[src/port_pkg.sv]
// Shared constants and carrier types for the root port status and control block
package port_pkg;

   // ***********************
   // Register field layout
   // ***********************
   localparam int unsigned REG_W       = 16;
   localparam int unsigned ADDR_W      = 4;
   localparam logic [3:0]  PORT_ADDR   = 4'h0;   // Word index of the port register
   localparam int unsigned B_SUSPEND   = 12;
   localparam int unsigned B_PRESET    = 9;
   localparam int unsigned B_LOWSPEED  = 8;
   localparam int unsigned B_ONE       = 7;
   localparam int unsigned B_RESUME    = 6;
   localparam int unsigned B_DMINUS    = 5;
   localparam int unsigned B_DPLUS     = 4;
   localparam int unsigned B_ENCHG     = 3;
   localparam int unsigned B_ENABLE    = 2;
   localparam int unsigned B_CONCHG    = 1;
   localparam int unsigned B_CONNECT   = 0;
   localparam logic [15:0] UNMAPPED_RD = 16'h0000;

   // ***********************
   // Timing
   // ***********************
   localparam int unsigned CLK_MHZ       = 125;
   localparam int unsigned LS_BIT_NS     = 667;   // One low speed bit time, rounded up
   localparam int unsigned LS_BIT_CYC    = (LS_BIT_NS * CLK_MHZ + 999) / 1000;
   localparam logic [3:0]  EOP_SE0_BITS  = 4'h2;  // Low speed EOP: two bits SE0
   localparam logic [3:0]  EOP_J_BITS    = 4'h1;  // then one bit J
   localparam logic [1:0]  LINE_SE0      = 2'h0;  // Reset value of line status

   // Drive requests toward the port transceiver
   typedef enum logic [2:0] {
      DRV_IDLE = 3'b000,
      DRV_SE0  = 3'b001,
      DRV_K    = 3'b010,
      DRV_J    = 3'b011
   } line_drive_e;

   // Register bus request
   typedef struct packed {
      logic [ADDR_W-1:0] addr;
      logic [REG_W-1:0]  wdata;
      logic              wr;
      logic              rd;
   } bus_req_s;

   // Sampled port lines
   typedef struct packed {
      logic dplus;
      logic dminus;
   } line_s;

endpackage : port_pkg

[src/resume_eop_gen.sv]
// Low speed end-of-packet generator that terminates resume signalling
`timescale 1ns/1ps
module resume_eop_gen
   import port_pkg::*;
(
   input  wire logic clk_i,    // Controller clock
   input  wire logic rst_i,    // Synchronous reset
   input  wire logic start_i,  // One-cycle request to send the EOP
   output logic      busy_o,   // High while the EOP is on the lines
   output logic      se0_o,    // High during the SE0 part
   output logic      jst_o     // High during the trailing J bit
);

   logic [7:0] bit_cnt_q;   // Cycles within one bit time
   logic [3:0] bits_q;      // Bit times sent so far
   logic       busy_q;
   wire        bit_end  = (bit_cnt_q == 8'(LS_BIT_CYC - 1));
   wire        last_bit = (bits_q == EOP_SE0_BITS + EOP_J_BITS - 4'h1);

   // Sequencer: SE0 for two low speed bits then J for one
   always_ff @(posedge clk_i) begin
      if (rst_i) begin
         busy_q    <= 1'b0;
         bit_cnt_q <= 8'h00;
         bits_q    <= 4'h0;
      end else if (start_i && !busy_q) begin
         busy_q    <= 1'b1;
         bit_cnt_q <= 8'h00;
         bits_q    <= 4'h0;
      end else if (busy_q) begin
         bit_cnt_q <= bit_end ? 8'h00 : bit_cnt_q + 8'h01;
         if (bit_end) begin
            bits_q <= bits_q + 4'h1;
            if (last_bit) begin
               busy_q <= 1'b0;
            end
         end
      end
   end

   assign busy_o = busy_q;
   assign se0_o  = busy_q && (bits_q < EOP_SE0_BITS);
   assign jst_o  = busy_q && (bits_q >= EOP_SE0_BITS);

endmodule : resume_eop_gen

[src/line_edge_detect.sv]
// Line status capture at the frame end check point and J-to-K detection
`timescale 1ns/1ps
module line_edge_detect
   import port_pkg::*;
(
   input  wire logic  clk_i,         // Controller clock
   input  wire logic  rst_i,         // Synchronous reset
   input  line_s      line_i,        // Present D+ and D- levels
   input  wire logic  low_speed_i,   // Low speed device sets J polarity
   input  wire logic  frame_end_i,   // Frame end check point pulse
   output logic [1:0] line_stat_o,   // Latched {D-, D+}
   output logic       j_to_k_o       // Pulse on a J to K transition
);

   logic [1:0] stat_q;
   logic       was_j_q;
   // Full speed J is D+ high, low speed J is D- high; K is the opposite
   wire        is_j = low_speed_i ? (line_i.dminus && !line_i.dplus)
                                  : (line_i.dplus && !line_i.dminus);
   wire        is_k = low_speed_i ? (line_i.dplus && !line_i.dminus)
                                  : (line_i.dminus && !line_i.dplus);

   // Line status only refreshes at the check point so software sees a stable value
   always_ff @(posedge clk_i) begin
      if (rst_i) begin
         stat_q  <= LINE_SE0;
         was_j_q <= 1'b0;
      end else begin
         if (frame_end_i) begin
            stat_q <= {line_i.dminus, line_i.dplus};
         end
         was_j_q <= is_j;
      end
   end

   assign line_stat_o = stat_q;
   assign j_to_k_o    = was_j_q && is_k;

endmodule : line_edge_detect

[src/usb_root_port_status_control.sv]
// Root hub port status and control register with suspend, reset and resume logic
//
// Chosen here: the register addresses and strobed register access.
`timescale 1ns/1ps
// How it works
// Software writes zeros to bits 15:13; they are ignored and read zero.
// Bit 12 is the suspend bit, reads 1 only while port is suspended; here it stays 1 if the port is disabled while suspended.
// Software must not set suspend while global suspend is active.
// Port state comes from suspend and enable: x0 off, 01 on, 11 suspended.
// Suspended port blocks downstream data; reset SE0 still passes.
// Suspend taken only after current transaction ends; bit shows it then.
// Suspended port still reacts to resume from the attached device.
// Port reset bit 9 holds port disabled and drives SE0 reset.
// Software times the port reset length; hardware does not.
// Bit 8 reports low speed device, read only.
// Bit 7 always reads as 1.
// Bit 6 set on J to K while suspended, or by software for resume.
// While bit 6 and suspended, drive K on the port.
// Clearing bit 6 sends a low speed EOP; bit reads 1 until done.
// Bits 5:4 show D- and D+, refreshed at the frame end check point.
// Enable change bit 3 set only when hardware disables the port.
// Writing 1 to bit 3 clears it; writing 0 leaves it.
// Enable bit 2 set only by software; cleared by fault or software.
// Enable bit changes only after the port changes; disable waits for transaction.
// After reset: no device, port disabled, line status 00.
// In global suspend, setting bits 6, 3 or 1 signals controller resume.
// Connect change bit 1 set on connect change, cleared by writing 1.
// Bit 0 shows a device is present.
// Bits 11 and 10 ignore writes and read zero.
module usb_root_port_status_control
   import port_pkg::*;
(
   input  wire logic        clk_i,           // Controller clock, 125 MHz
   input  wire logic        rst_i,           // Synchronous reset, active high
   input  bus_req_s         bus_i,           // Register bus request
   output logic [REG_W-1:0] rdata_o,         // Read data, cycle after read strobe
   input  line_s            line_i,          // Sampled D+ and D- levels
   input  wire logic        attach_i,        // Device presence from the detector
   input  wire logic        low_speed_i,     // Attached device is low speed
   input  wire logic        global_susp_i,   // Global suspend bit of host_command_register
   input  wire logic        frame_end_i,     // frame_end_check_point pulse
   input  wire logic        xact_busy_i,     // A transaction is in progress
   input  wire logic        fault_i,         // Port fault seen at the check point
   input  wire logic        data_valid_i,    // Downstream data to send
   input  wire logic        data_se0_i,      // Downstream data bit is SE0
   input  wire logic        data_dp_i,       // Downstream data D+ level
   output logic             drive_oe_o,      // Port transceiver drives the lines
   output logic             drive_dp_o,      // Driven D+ level
   output logic             drive_dm_o,      // Driven D- level
   output logic             port_state_o,    // 1 while the port passes data
   output logic             ctrl_resume_o    // Pulse: request controller resume
);

   // ***********************
   // State and decode
   // ***********************
   typedef enum logic [1:0] {
      PS_DISABLED  = 2'b00,
      PS_ENABLED   = 2'b01,
      PS_SUSPENDED = 2'b11
   } port_state_e;

   logic        suspend_q;       // Suspend reads 1 only once actually suspended
   logic        susp_req_q;      // Software wish to suspend
   logic        enable_q;
   logic        dis_req_q;       // Software wish to disable, waits for transaction
   logic        preset_q;
   logic        resume_q;
   logic        enchg_q;
   logic        conchg_q;
   logic        connect_q;
   logic [15:0] rdata_q;
   logic        oe_q;
   logic        dp_q;
   logic        dm_q;
   logic        pass_q;
   logic        cres_q;
   logic        fault_pend_q;    // Fault seen at check point, waits for transaction
   logic        susp_hold;       // Resume held by software or by a wake

   wire         wr_hit = bus_i.wr && (bus_i.addr == PORT_ADDR);
   wire         rd_hit = bus_i.rd && (bus_i.addr == PORT_ADDR);
   wire [15:0]  wd     = bus_i.wdata;

   wire [1:0]   line_stat;
   wire         j_to_k;
   wire         eop_busy;
   wire         eop_se0;
   wire         eop_j;

   // Port state from the two stored bits
   wire [1:0]   state_bits = {suspend_q, enable_q};
   wire         st_enabled = (state_bits == PS_ENABLED);
   wire         st_susp    = (state_bits == PS_SUSPENDED);

   // Hardware disable on disconnect or check point fault; a fault waits past a transaction, a disconnect seen during one is not acted on
   wire         disconnect = connect_q && !attach_i;
   wire         hw_disable = enable_q && !xact_busy_i && (disconnect || fault_pend_q);

   // Software clear of resume starts the EOP; bit stays up until it ends
   wire         resume_fall = wr_hit && resume_q && !wd[B_RESUME];
   wire         eop_start   = resume_fall && !eop_busy;

   // J to K while suspended is a remote wake
   wire         wake = st_susp && j_to_k;

   // ***********************
   // Helpers
   // ***********************
   line_edge_detect u_line (
      .clk_i       (clk_i),
      .rst_i       (rst_i),
      .line_i      (line_i),
      .low_speed_i (low_speed_i),
      .frame_end_i (frame_end_i),
      .line_stat_o (line_stat),
      .j_to_k_o    (j_to_k)
   );

   resume_eop_gen u_eop (
      .clk_i   (clk_i),
      .rst_i   (rst_i),
      .start_i (eop_start),
      .busy_o  (eop_busy),
      .se0_o   (eop_se0),
      .jst_o   (eop_j)
   );

   // ***********************
   // Suspend and enable
   // ***********************
   // Requests from software are held until the bus is idle so no packet is cut
   always_ff @(posedge clk_i) begin
      if (rst_i) begin
         susp_req_q   <= 1'b0;
         dis_req_q    <= 1'b0;
         fault_pend_q <= 1'b0;
      end else begin
         if (wr_hit) begin
            susp_req_q <= wd[B_SUSPEND];
            dis_req_q  <= !wd[B_ENABLE] && enable_q;
         end else if (!xact_busy_i) begin
            dis_req_q  <= 1'b0;
         end
         if (frame_end_i && fault_i && enable_q) begin
            fault_pend_q <= 1'b1;
         end else if (!enable_q) begin
            fault_pend_q <= 1'b0;
         end
      end
   end

   // Stored bits move only once the port itself has moved
   always_ff @(posedge clk_i) begin
      if (rst_i) begin
         enable_q  <= 1'b0;
         suspend_q <= 1'b0;
      end else begin
         if (preset_q || hw_disable || (wr_hit && wd[B_PRESET])) begin
            enable_q <= 1'b0;
         end else if (wr_hit && wd[B_ENABLE] && !wd[B_PRESET]) begin
            enable_q <= 1'b1;
         end else if (dis_req_q && !xact_busy_i) begin
            enable_q <= 1'b0;
         end
         if (wr_hit && !wd[B_SUSPEND]) begin
            suspend_q <= 1'b0;
         end else if (susp_req_q && enable_q && !xact_busy_i) begin
            suspend_q <= 1'b1;
         end
      end
   end

   // ***********************
   // Reset, resume and change flags
   // ***********************
   // Hardware set wins over a software clear in the same cycle
   always_ff @(posedge clk_i) begin
      if (rst_i) begin
         preset_q  <= 1'b0;
         resume_q  <= 1'b0;
         enchg_q   <= 1'b0;
         conchg_q  <= 1'b0;
         connect_q <= 1'b0;
      end else begin
         if (wr_hit) begin
            preset_q <= wd[B_PRESET];
         end
         if (wake || (wr_hit && wd[B_RESUME])) begin
            resume_q <= 1'b1;
         end else if (!eop_busy && !eop_start && resume_fall) begin
            resume_q <= resume_q;                                // EOP not yet begun
         end else if (eop_busy && !eop_start) begin
            resume_q <= 1'b1;
         end else if (!eop_busy && resume_q && !susp_hold) begin
            resume_q <= 1'b0;
         end
         if (hw_disable) begin
            enchg_q <= 1'b1;
         end else if (wr_hit && wd[B_ENCHG]) begin
            enchg_q <= 1'b0;
         end
         connect_q <= attach_i;
         if (connect_q != attach_i) begin
            conchg_q <= 1'b1;
         end else if (wr_hit && wd[B_CONCHG]) begin
            conchg_q <= 1'b0;
         end
      end
   end

   // Resume stays set until software clears it and any EOP has finished
   always_ff @(posedge clk_i) begin
      if (rst_i) begin
         susp_hold <= 1'b0;
      end else if (wr_hit) begin
         susp_hold <= wd[B_RESUME];
      end else if (wake) begin
         susp_hold <= 1'b1;
      end
   end

   // ***********************
   // Line drive
   // ***********************
   // Reset SE0 overrides all; resume K and EOP next, though a data SE0 beats the EOP J; data only while enabled
   wire drv_reset = preset_q;
   wire drv_k     = resume_q && suspend_q && !eop_busy;
   wire drv_data  = st_enabled && data_valid_i;
   wire drv_se0   = drv_reset || eop_se0 || (drv_data && data_se0_i);
   wire j_dp      = !low_speed_i;
   wire k_dp      = low_speed_i;
   wire nxt_oe    = drv_reset || eop_busy || drv_k || drv_data;
   wire nxt_dp    = drv_se0 ? 1'b0 :
                    eop_j   ? j_dp :
                    drv_k   ? k_dp : data_dp_i;
   wire nxt_dm    = drv_se0 ? 1'b0 :
                    eop_j   ? !j_dp :
                    drv_k   ? !k_dp : !data_dp_i;

   // Controller resume only matters while globally suspended
   wire new_evt   = (wake && !resume_q) || (hw_disable && !enchg_q)
                    || ((connect_q != attach_i) && !conchg_q);

   always_ff @(posedge clk_i) begin
      if (rst_i) begin
         oe_q   <= 1'b0;
         dp_q   <= 1'b0;
         dm_q   <= 1'b0;
         pass_q <= 1'b0;
         cres_q <= 1'b0;
      end else begin
         oe_q   <= nxt_oe;
         dp_q   <= nxt_dp;
         dm_q   <= nxt_dm;
         pass_q <= st_enabled;
         cres_q <= global_susp_i && new_evt;
      end
   end

   // ***********************
   // Register read
   // ***********************
   // Reserved high bits and 11:10 read zero; bit 7 reads one
   wire [15:0] port_word;
   assign port_word[15:13]    = 3'h0;
   assign port_word[12]       = suspend_q;
   assign port_word[11:10]    = 2'h0;
   assign port_word[9]        = preset_q;
   assign port_word[8]        = low_speed_i;
   assign port_word[7]        = 1'b1;
   assign port_word[6]        = resume_q;
   assign port_word[5:4]      = line_stat;
   assign port_word[3]        = enchg_q;
   assign port_word[2]        = enable_q;
   assign port_word[1]        = conchg_q;
   assign port_word[0]        = connect_q;

   always_ff @(posedge clk_i) begin
      if (rst_i) begin
         rdata_q <= UNMAPPED_RD;
      end else if (rd_hit) begin
         rdata_q <= port_word;
      end else begin
         rdata_q <= UNMAPPED_RD;
      end
   end

   assign rdata_o       = rdata_q;
   assign drive_oe_o    = oe_q;
   assign drive_dp_o    = dp_q;
   assign drive_dm_o    = dm_q;
   assign port_state_o  = pass_q;
   assign ctrl_resume_o = cres_q;

endmodule : usb_root_port_status_control

[config.mk]
export PLATFORM = sky130hd
export DESIGN_NAME = usb_root_port_status_control
export DESIGN_NICKNAME = d
export VERILOG_FILES = /design/src/port_pkg.sv /design/src/resume_eop_gen.sv /design/src/line_edge_detect.sv /design/src/usb_root_port_status_control.sv
export SDC_FILE = /design/constraint.sdc
export NUM_CORES = 1
export LEC_CHECK = 0
export ABC_AREA = 1
export BUFFER_PORTS_ARGS = -buffer_cell sky130_fd_sc_hd__clkbuf_2
export CAP_MARGIN = 20
export CORE_MARGIN = 4
export CORE_UTILIZATION = 55
export CTS_BUF_LIST = sky130_fd_sc_hd__clkbuf_8 sky130_fd_sc_hd__clkbuf_16
export CTS_CLUSTER_DIAMETER = 80
export DETAILED_ROUTE_END_ITERATION = 8
export PLACE_DENSITY = 0.87
export SETUP_SLACK_MARGIN = 0.02
export SYNTH_ARGS = -nofsm -noshare
export SYNTH_HDL_FRONTEND = slang
export SYNTH_SLANG_ARGS = --single-unit
[constraint.sdc]
create_clock -name clk_i -period 2 [get_ports clk_i]
set_input_delay 0.3 -clock clk_i [delete_from_list [all_inputs] [get_ports clk_i]]
set_output_delay 0.3 -clock clk_i [all_outputs]
set_load 0.005 [all_outputs]
==> summary.txt, run 1 <==
Run status
  – Status: finished clean

Synthesis
  – Post-synth EDFFs: 0
  – Synth Area in Adders: 2.54%
  – Synth Area in Simple Gates: 32.3%
  – Cells after synthesis: 267
  – Asr flop ratio synth: 0%
  – Syn_area_per_cell: 7.39 µm²
  – Largest family of logic cells by synthesized area: simple AND/OR/NAND/NOR gates
  – Post-synth top cells: 55 x nand2_1, 43 x dfxtp_1, 39 x inv_1
  – Sequential share of the synthesized area: 43.6%
  – Cell taking the most area after synthesis: dfxtp_1
  – Compound-Gate Fraction of Synth Area: under 10%
  – Top cells by area, synth: dfxtp_1 44%, nand2_1 10%, inv_1 7.4%
  – Synth Area in XOR/XNOR: under 10%
  – Ys flop type: dfxtp_1
  – Register bit count reported by yosys: 43
  – Cell with the most instances after synthesis: nand2_1
  – Post-synthesis cell area: between 1500 and 2000 µm²
  – Post-synth cell types: 29
  – Synth top area share: 43.6%
  – Synth warn: 0
  – Mux contribution to synthesized area: 0%

Power
  – Flop pwr share: 50.3%
  – Clock share of power: 44.5%
  – Net switching power: 339 µW
  – VDD IR max: 0.000468 V
  – Sw Share: 19.5%
  – Comb power frac: 5.2%
  – Internal: 1400 µW
  – Final total power: 1740 µW
  – Cell Pwr Density: 748 nW/µm²
  – P_leak: around 0.0011 µW

CTS
  – Cts repair resizes: 0
  – Postcts setup bufs: 0
  – Clk sinks: between 40 and 50
  – Post-CTS Hold Buffers: 0
  – Clock root cell: clkbuf_8
  – Num CTS Buffers: 5
  – Htree depth: 2
  – CTS tree: done
  – CTS max path bufs: 2
  – Clk Latency, worst-skew pair: 290 ps
  – Register clock-pin slew on the reported worst setup and hold paths: 80 ps

Drt
  – Final wirelength: 4.15 mm
  – Via/cell ratio: ~5
  – 1st-iter DRT viols: 130
  – DR DRC count: 0
  – Met3 WL: 345 µm
  – M1 wire length: around 1.8 mm
  – Top layer in use: met4
  – DR pass1 iterations: 4
  – DR vias: 1791
  – Post-route ant nets: 0
  – DR WL met2: ~2.0 mm
  – Drt wl/cell: 11.6 µm

Setup path
  – Reg2Reg Capture Point: u_eop.bit_cnt_q[2]
  – Crit end category: register
  – FF-to-FF Start: u_eop.bit_cnt_q[0]
  – Data arrival, critical path: 1520 ps
  – Worst Setup EP: u_eop.bit_cnt_q[2]
  – Required time worst endpoint: 2180 ps
  – Register-to-Register Setup Slack: 670 ps
  – CP Class: register to register
  – Worst-path fanout max: 4
  – Worst setup path start: u_eop.bit_cnt_q[0]
  – Critical Path Start Type: register
  – Cells on worst reg2reg path: 8

Place
  – Placed cell areas: 2190 µm²
  – Dpl cells: 349
  – Final HPWL DP: 3.16 mm
  – GPL Wtd Cong: approximately 0.87
  – Port bufs: 40

STA
  – Tcrit/Tclk final: 66.7%
  – Final hold vios: 0
  – Final Max Tran Viols: 0
  – RSZ-0062 raised after global routing: no
  – # setup viols final: 0
  – Worst Tran Pin Value: 517 ps
  – Tmin final: 1330 ps
  – Worst slew margin: 65.4%
  – Peak Freq: between 700 and 800 MHz
  – Setup Skew: 10.3 ps
  – Final setup TNS: 0 ps

Finish
  – Ant diodes: 0
  – Final cell utilization of the core: about two thirds
  – Area Overhead vs Synth: 17.7%
  – Share of layout cells above drive strength 1: 22.8%
  – # nets final: 349
  – Fin area: 2320 µm²
  – Layout Cells excl Fill: 357

Global route
  – Largest net degree at the start of global routing: 14
  – Vias in the first global route: 1628
  – Global-route wire length before repair: 6.78 mm
  – Total grt overflow: 0
  – Total track usage: 19.5%
  – Initial antenna violation count: 0

Die
  – Row count: 21
  – Die area: 4610 µm²
  – Initial Util: 58.2%
  – DIE HEIGHT: 67.9 µm
  – Die W: 67.9 µm
  – Core area: approximately 3400 µm²
  – Ports: 56

Worst hold path
  – Worst min-delay path class: input pin to register

Run
  – Maxcap violations: 0
-- logic make-up after synthesis --
kind of cell               count (synthesis)
AOI/OAI and AO/OA                         28
xor gates and xnor gates                   4
adders and majority gates                  4
buffers and inverters                     54
DFF                                       43
other                                      1
and+or+nand+nor                          133
-- per-stage QoR --
stage	hold WS [ps]	setup slack, ps
2_1_floorplan	389	847
3_3_place_gp	414	582
4_1_cts	215	672
5_1_grt	213	550
3_5_place_dp	416	554
6_report	216	666
-- worst min-delay path by stage --
stage | slack, ps | startpoint | endpoint | cells past startpoint
3_3_place_gp | 410 | u_line.line_stat_o[1] | rdata_o[5] | 2
5_1_grt | 210 | bus_i[4] | dis_req_q | 2
6_report | 220 | global_susp_i | ctrl_resume_o | 3
4_1_cts | 210 | bus_i[4] | dis_req_q | 2
3_5_place_dp | 420 | u_line.line_stat_o[1] | rdata_o[5] | 2
2_1_floorplan | 390 | frame_end_i | u_line.line_stat_o[0] | 1
-- cell usage in the layout, fill, tap and decap left out, drive strengths merged --
cell type  count
bufinv         2
nand4         11
ha             4
buf            2
a211oi         1
inv           45
nand3         20
a31oi          1
xor2           4
o21ai          7
and3           1
nand2         60
nand3b         1
conb           5
clkbuf        45
nor3           2
a21oi         18
dfxtp         43
o31ai          1
nor2          38
-- sequential cells by signal, indices dropped and copies added (netlist names), 2 cells and up --
name                flops
u_eop.bit_cnt_q         8
u_eop.bits_q            4
rdata_o                11
u_line.line_stat_o      2
-- worst max-delay path, stage by stage, from the launching register on --
cell and delay (ps):
dfxtp_1 380, ha_1 250, inv_1 90, nor2_4 170, nand2_1 110, nand3_1 80
nand2_1 50, nand2_1 60, inv_1 40
-- area by class of cell --
class | count | area, µm²
clock inverters | 3 | 63.8
fillers | 301 | 1070
repair buffers | 42 | 215
clock buffers | 5 | 68.8
inverters | 44 | 168
well taps | 46 | 57.6
multi-input cells | 174 | 888
flip-flops and latches | 43 | 861
-- per-layer routing --
metal,vias up,global-route usage (%)
li1,911,-
met1,798,24.7
met2,73,31.2
met3,9,4.93
met4,0,8.44
met5,-,0
-- power by group through the flow --
| stage | Combinational, µW | Clock (µW) | Sequential (µW) |
|---|---|---|---|
| 2_1_floorplan | 55.2 | 0 | 893 |
| 4_1_cts | 90.3 | 775 | 873 |
| 5_1_grt | 102 | 828 | 874 |
| 3_5_place_dp | 89.5 | 0 | 893 |
| 6_report | 91.2 | 773 | 873 |
| 3_3_place_gp | 87.8 | 0 | 893 |
Note: power is estimated with default switching activity, not from simulation.
==> run 2, diff against run 1 <==
--- a/config.mk
+++ b/config.mk
@@ -9,11 +9,11 @@
 export BUFFER_PORTS_ARGS = -buffer_cell sky130_fd_sc_hd__clkbuf_2
 export CAP_MARGIN = 20
 export CORE_MARGIN = 4
-export CORE_UTILIZATION = 55
+export CORE_UTILIZATION = 46
 export CTS_BUF_LIST = sky130_fd_sc_hd__clkbuf_8 sky130_fd_sc_hd__clkbuf_16
 export CTS_CLUSTER_DIAMETER = 80
 export DETAILED_ROUTE_END_ITERATION = 8
-export PLACE_DENSITY = 0.87
+export PLACE_DENSITY = 0.78
 export SETUP_SLACK_MARGIN = 0.02
 export SYNTH_ARGS = -nofsm -noshare
 export SYNTH_HDL_FRONTEND = slang
==> constraint.sdc (replaced) <==
create_clock -name clk_i -period 1.1 [get_ports clk_i]
set_input_delay 0.165 -clock clk_i [delete_from_list [all_inputs] [get_ports clk_i]]
set_output_delay 0.165 -clock clk_i [all_outputs]
set_load 0.005 [all_outputs]
==> run 2 against run 1 <==
Net effect:
- the run now ends with setup timing left
- critical path depth did not move
- clock power rose by 28%
- via count rose by 1.3%
- setup slack got worse by 710 ps
- register-to-register slack got worse by 710 ps
- first-iteration DRC count rose by 2.3%
- highest routed layer unchanged
==> summary.txt, run 2 (synthesis results as in run 1) <==
Power
  – Cell Pwr Density: 1090 nW/µm²
  – Final total power: 2750 µW
  – P_leak: about 0.0012 µW
  – VDD IR max: 0.000918 V

STA
  – Final Max Tran Viols: 0
  – Worst hold slack: 70.9 ps
  – RSZ-0062 raised after global routing: yes
  – Setup Skew: 9.24 ps
  – Tmin final: roughly 1100 ps
  – Peak Freq: between 800 and 900 MHz
  – Tcrit/Tclk final: 104%
  – Final setup TNS: -163 ps
  – Final hold vios: 0
  – Final worst setup slack: -40.1 ps
  – # setup viols final: 8

Drt
  – Drt wl/cell: 11.2 µm
  – Post-route ant nets: 0
  – DR vias: 1815
  – DR pass1 iterations: 4
  – DR DRC count: 0
  – Final wirelength: 4.28 mm
  – 1st-iter DRT viols: 133
  – Via/cell ratio: between 4 and 5

Setup path
  – FF-to-FF Start: u_eop.bits_q[1]
  – Register-to-Register Setup Slack: -40 ps
  – Worst setup path start: u_eop.bits_q[1]
  – Reg2Reg Capture Point: u_eop.bits_q[2]
  – CP Class: register to register
  – Crit end category: register
  – CP max stage delay: 430 ps
  – Data arrival, critical path: 1340 ps
  – Critical path, cell by cell: ha_1, inv_1, nand2_1, nand2_1, nand4_1, nand2_1, nand2_1, inv_1
  – Required time worst endpoint: 1300 ps
  – Critical Path Start Type: register
  – Crit-path most repeated cell: nand2_1
  – Cells on worst reg2reg path: 8
  – Worst-path fanout max: 4
  – Crit path max-delay cell type: dfxtp_1

Place
  – Dpl cells: 369
  – GPL Wtd Cong: around 0.84
  – Port bufs: 40
  – Final HPWL DP: 3.21 mm

Global route
  – Largest net degree at the start of global routing: 15
  – Vias in the first global route: 1727
  – Total grt overflow: 0
  – Initial antenna violation count: 0
  – Global-route wire length before repair: 7.20 mm
  – Total track usage: about 17%

Die
  – Initial Util: 48.3%
  – DIE HEIGHT: 73.5 µm
  – Row count: 23
  – Die area: 5400 µm²
  – Die W: 73.5 µm
  – Core area: 4090 µm²
  – Ports: 56

Finish
  – Max reg flops: 11
  – Layout Cells excl Fill: 381
  – FF/Latch Area: 875 µm²
  – # nets final: 369
  – Layout filler cell count: 334
  – Ant diodes: 0
  – Final cell utilization of the core: 61.7%
  – Share of layout cells above drive strength 1: roughly a third
  – Commonest non-fill, non-tap cells in the layout: 52 x nand2_1, 40 x clkbuf_2, 36 x inv_1, 36 x dfxtp_1, 28 x nor2_1
  – Footprint of the multi-input gates: 956 µm²
  – Most common cell after layout, fill and taps aside: nand2_1
  – Area Overhead vs Synth: 27.8%

Run status
  – Status: finished with violations
  – Failing checks: setup timing

CTS
  – Clock root cell: clkbuf_8
  – CTS max path bufs: 2
  – Register clock-pin slew on the reported worst setup and hold paths: ~90 ps
  – Num CTS Buffers: 5
  – Htree depth: 2
  – Clk sinks: 43
  – Clk Latency, worst-skew pair: roughly 300 ps
  – CTS tree: done

Run
  – Maxcap violations: 0

Worst hold path
  – Worst Hold Depth: 2
  – Hold Crit Start: bus_i[4]
  – Hold EP: dis_req_q
  – Worst min-delay path class: input pin to register
## run 2: worst max path at each step
| stage | end | depth (start not counted) |
|---|---|---|
| after global placement | u_eop.bit_cnt_q[6] | 6 |
| after floorplan | u_eop.bits_q[2] | 8 |
| after detailed placement | u_eop.busy_o | 6 |
| after CTS | u_eop.bits_q[2] | 8 |
| final | u_eop.bits_q[2] | 8 |
| after global routing | u_eop.bits_q[1] | 8 |
## run 2: what timing repair did
action                     4_1_cts  5_1_grt
setup endpoints to repair       16       16
resized for setup               14       11
cloned                           0        0
buffers inserted                 4        0
hold buffers                     0        0
pin swaps                       11        9
## run 2: metal layers
metal  vias to the layer above  track usage (%)  wire length [µm]
li1                        955                -                 -
met1                       809             21.3              1890
met2                        49             28.5              2070
met3                         2             4.24               280
met4                         0             5.63                30
met5                         -                0                 0
## run 2: metrics by stage
step	setup slack [ps]	area, µm²
floorplan	54.4	2000
global placement	-28.6	2330
detailed placement	-66.2	2330
CTS	-40.4	2490
global route	-105	2520
finish	-40.1	2520
## run 2: power by group
group / internal (µW) / switching (µW) / leakage (µW) / total (µW)
Clock: 442 / 550 / 0.0000402 / 992
Combinational: 71.2 / 104 / 0.000784 / 175
Sequential: 1570 / 10.2 / 0.000353 / 1580
Total: 2090 / 665 / 0.00118 / 2750
## run 2: final cells by class
| cell class | instances | area share [%] |
|---|---|---|
| inverter | 44 | 6.65 |
| multi-input combinational | 174 | 37.9 |
| clock buffer | 5 | 2.73 |
| clock inverter | 3 | 0.794 |
| timing repair buffer | 62 | 14.8 |
| sequential | 43 | 34.7 |
| tap | 50 | 2.48 |
## run 2: critical path: cells and delay by family (launching register included)
family / cells / cell delay [ps]
adder cells (fa/ha/maj): 1 / 210
buffers and inverters: 2 / 80
AND/OR/NAND/NOR: 5 / 300
flip-flops: 1 / 430
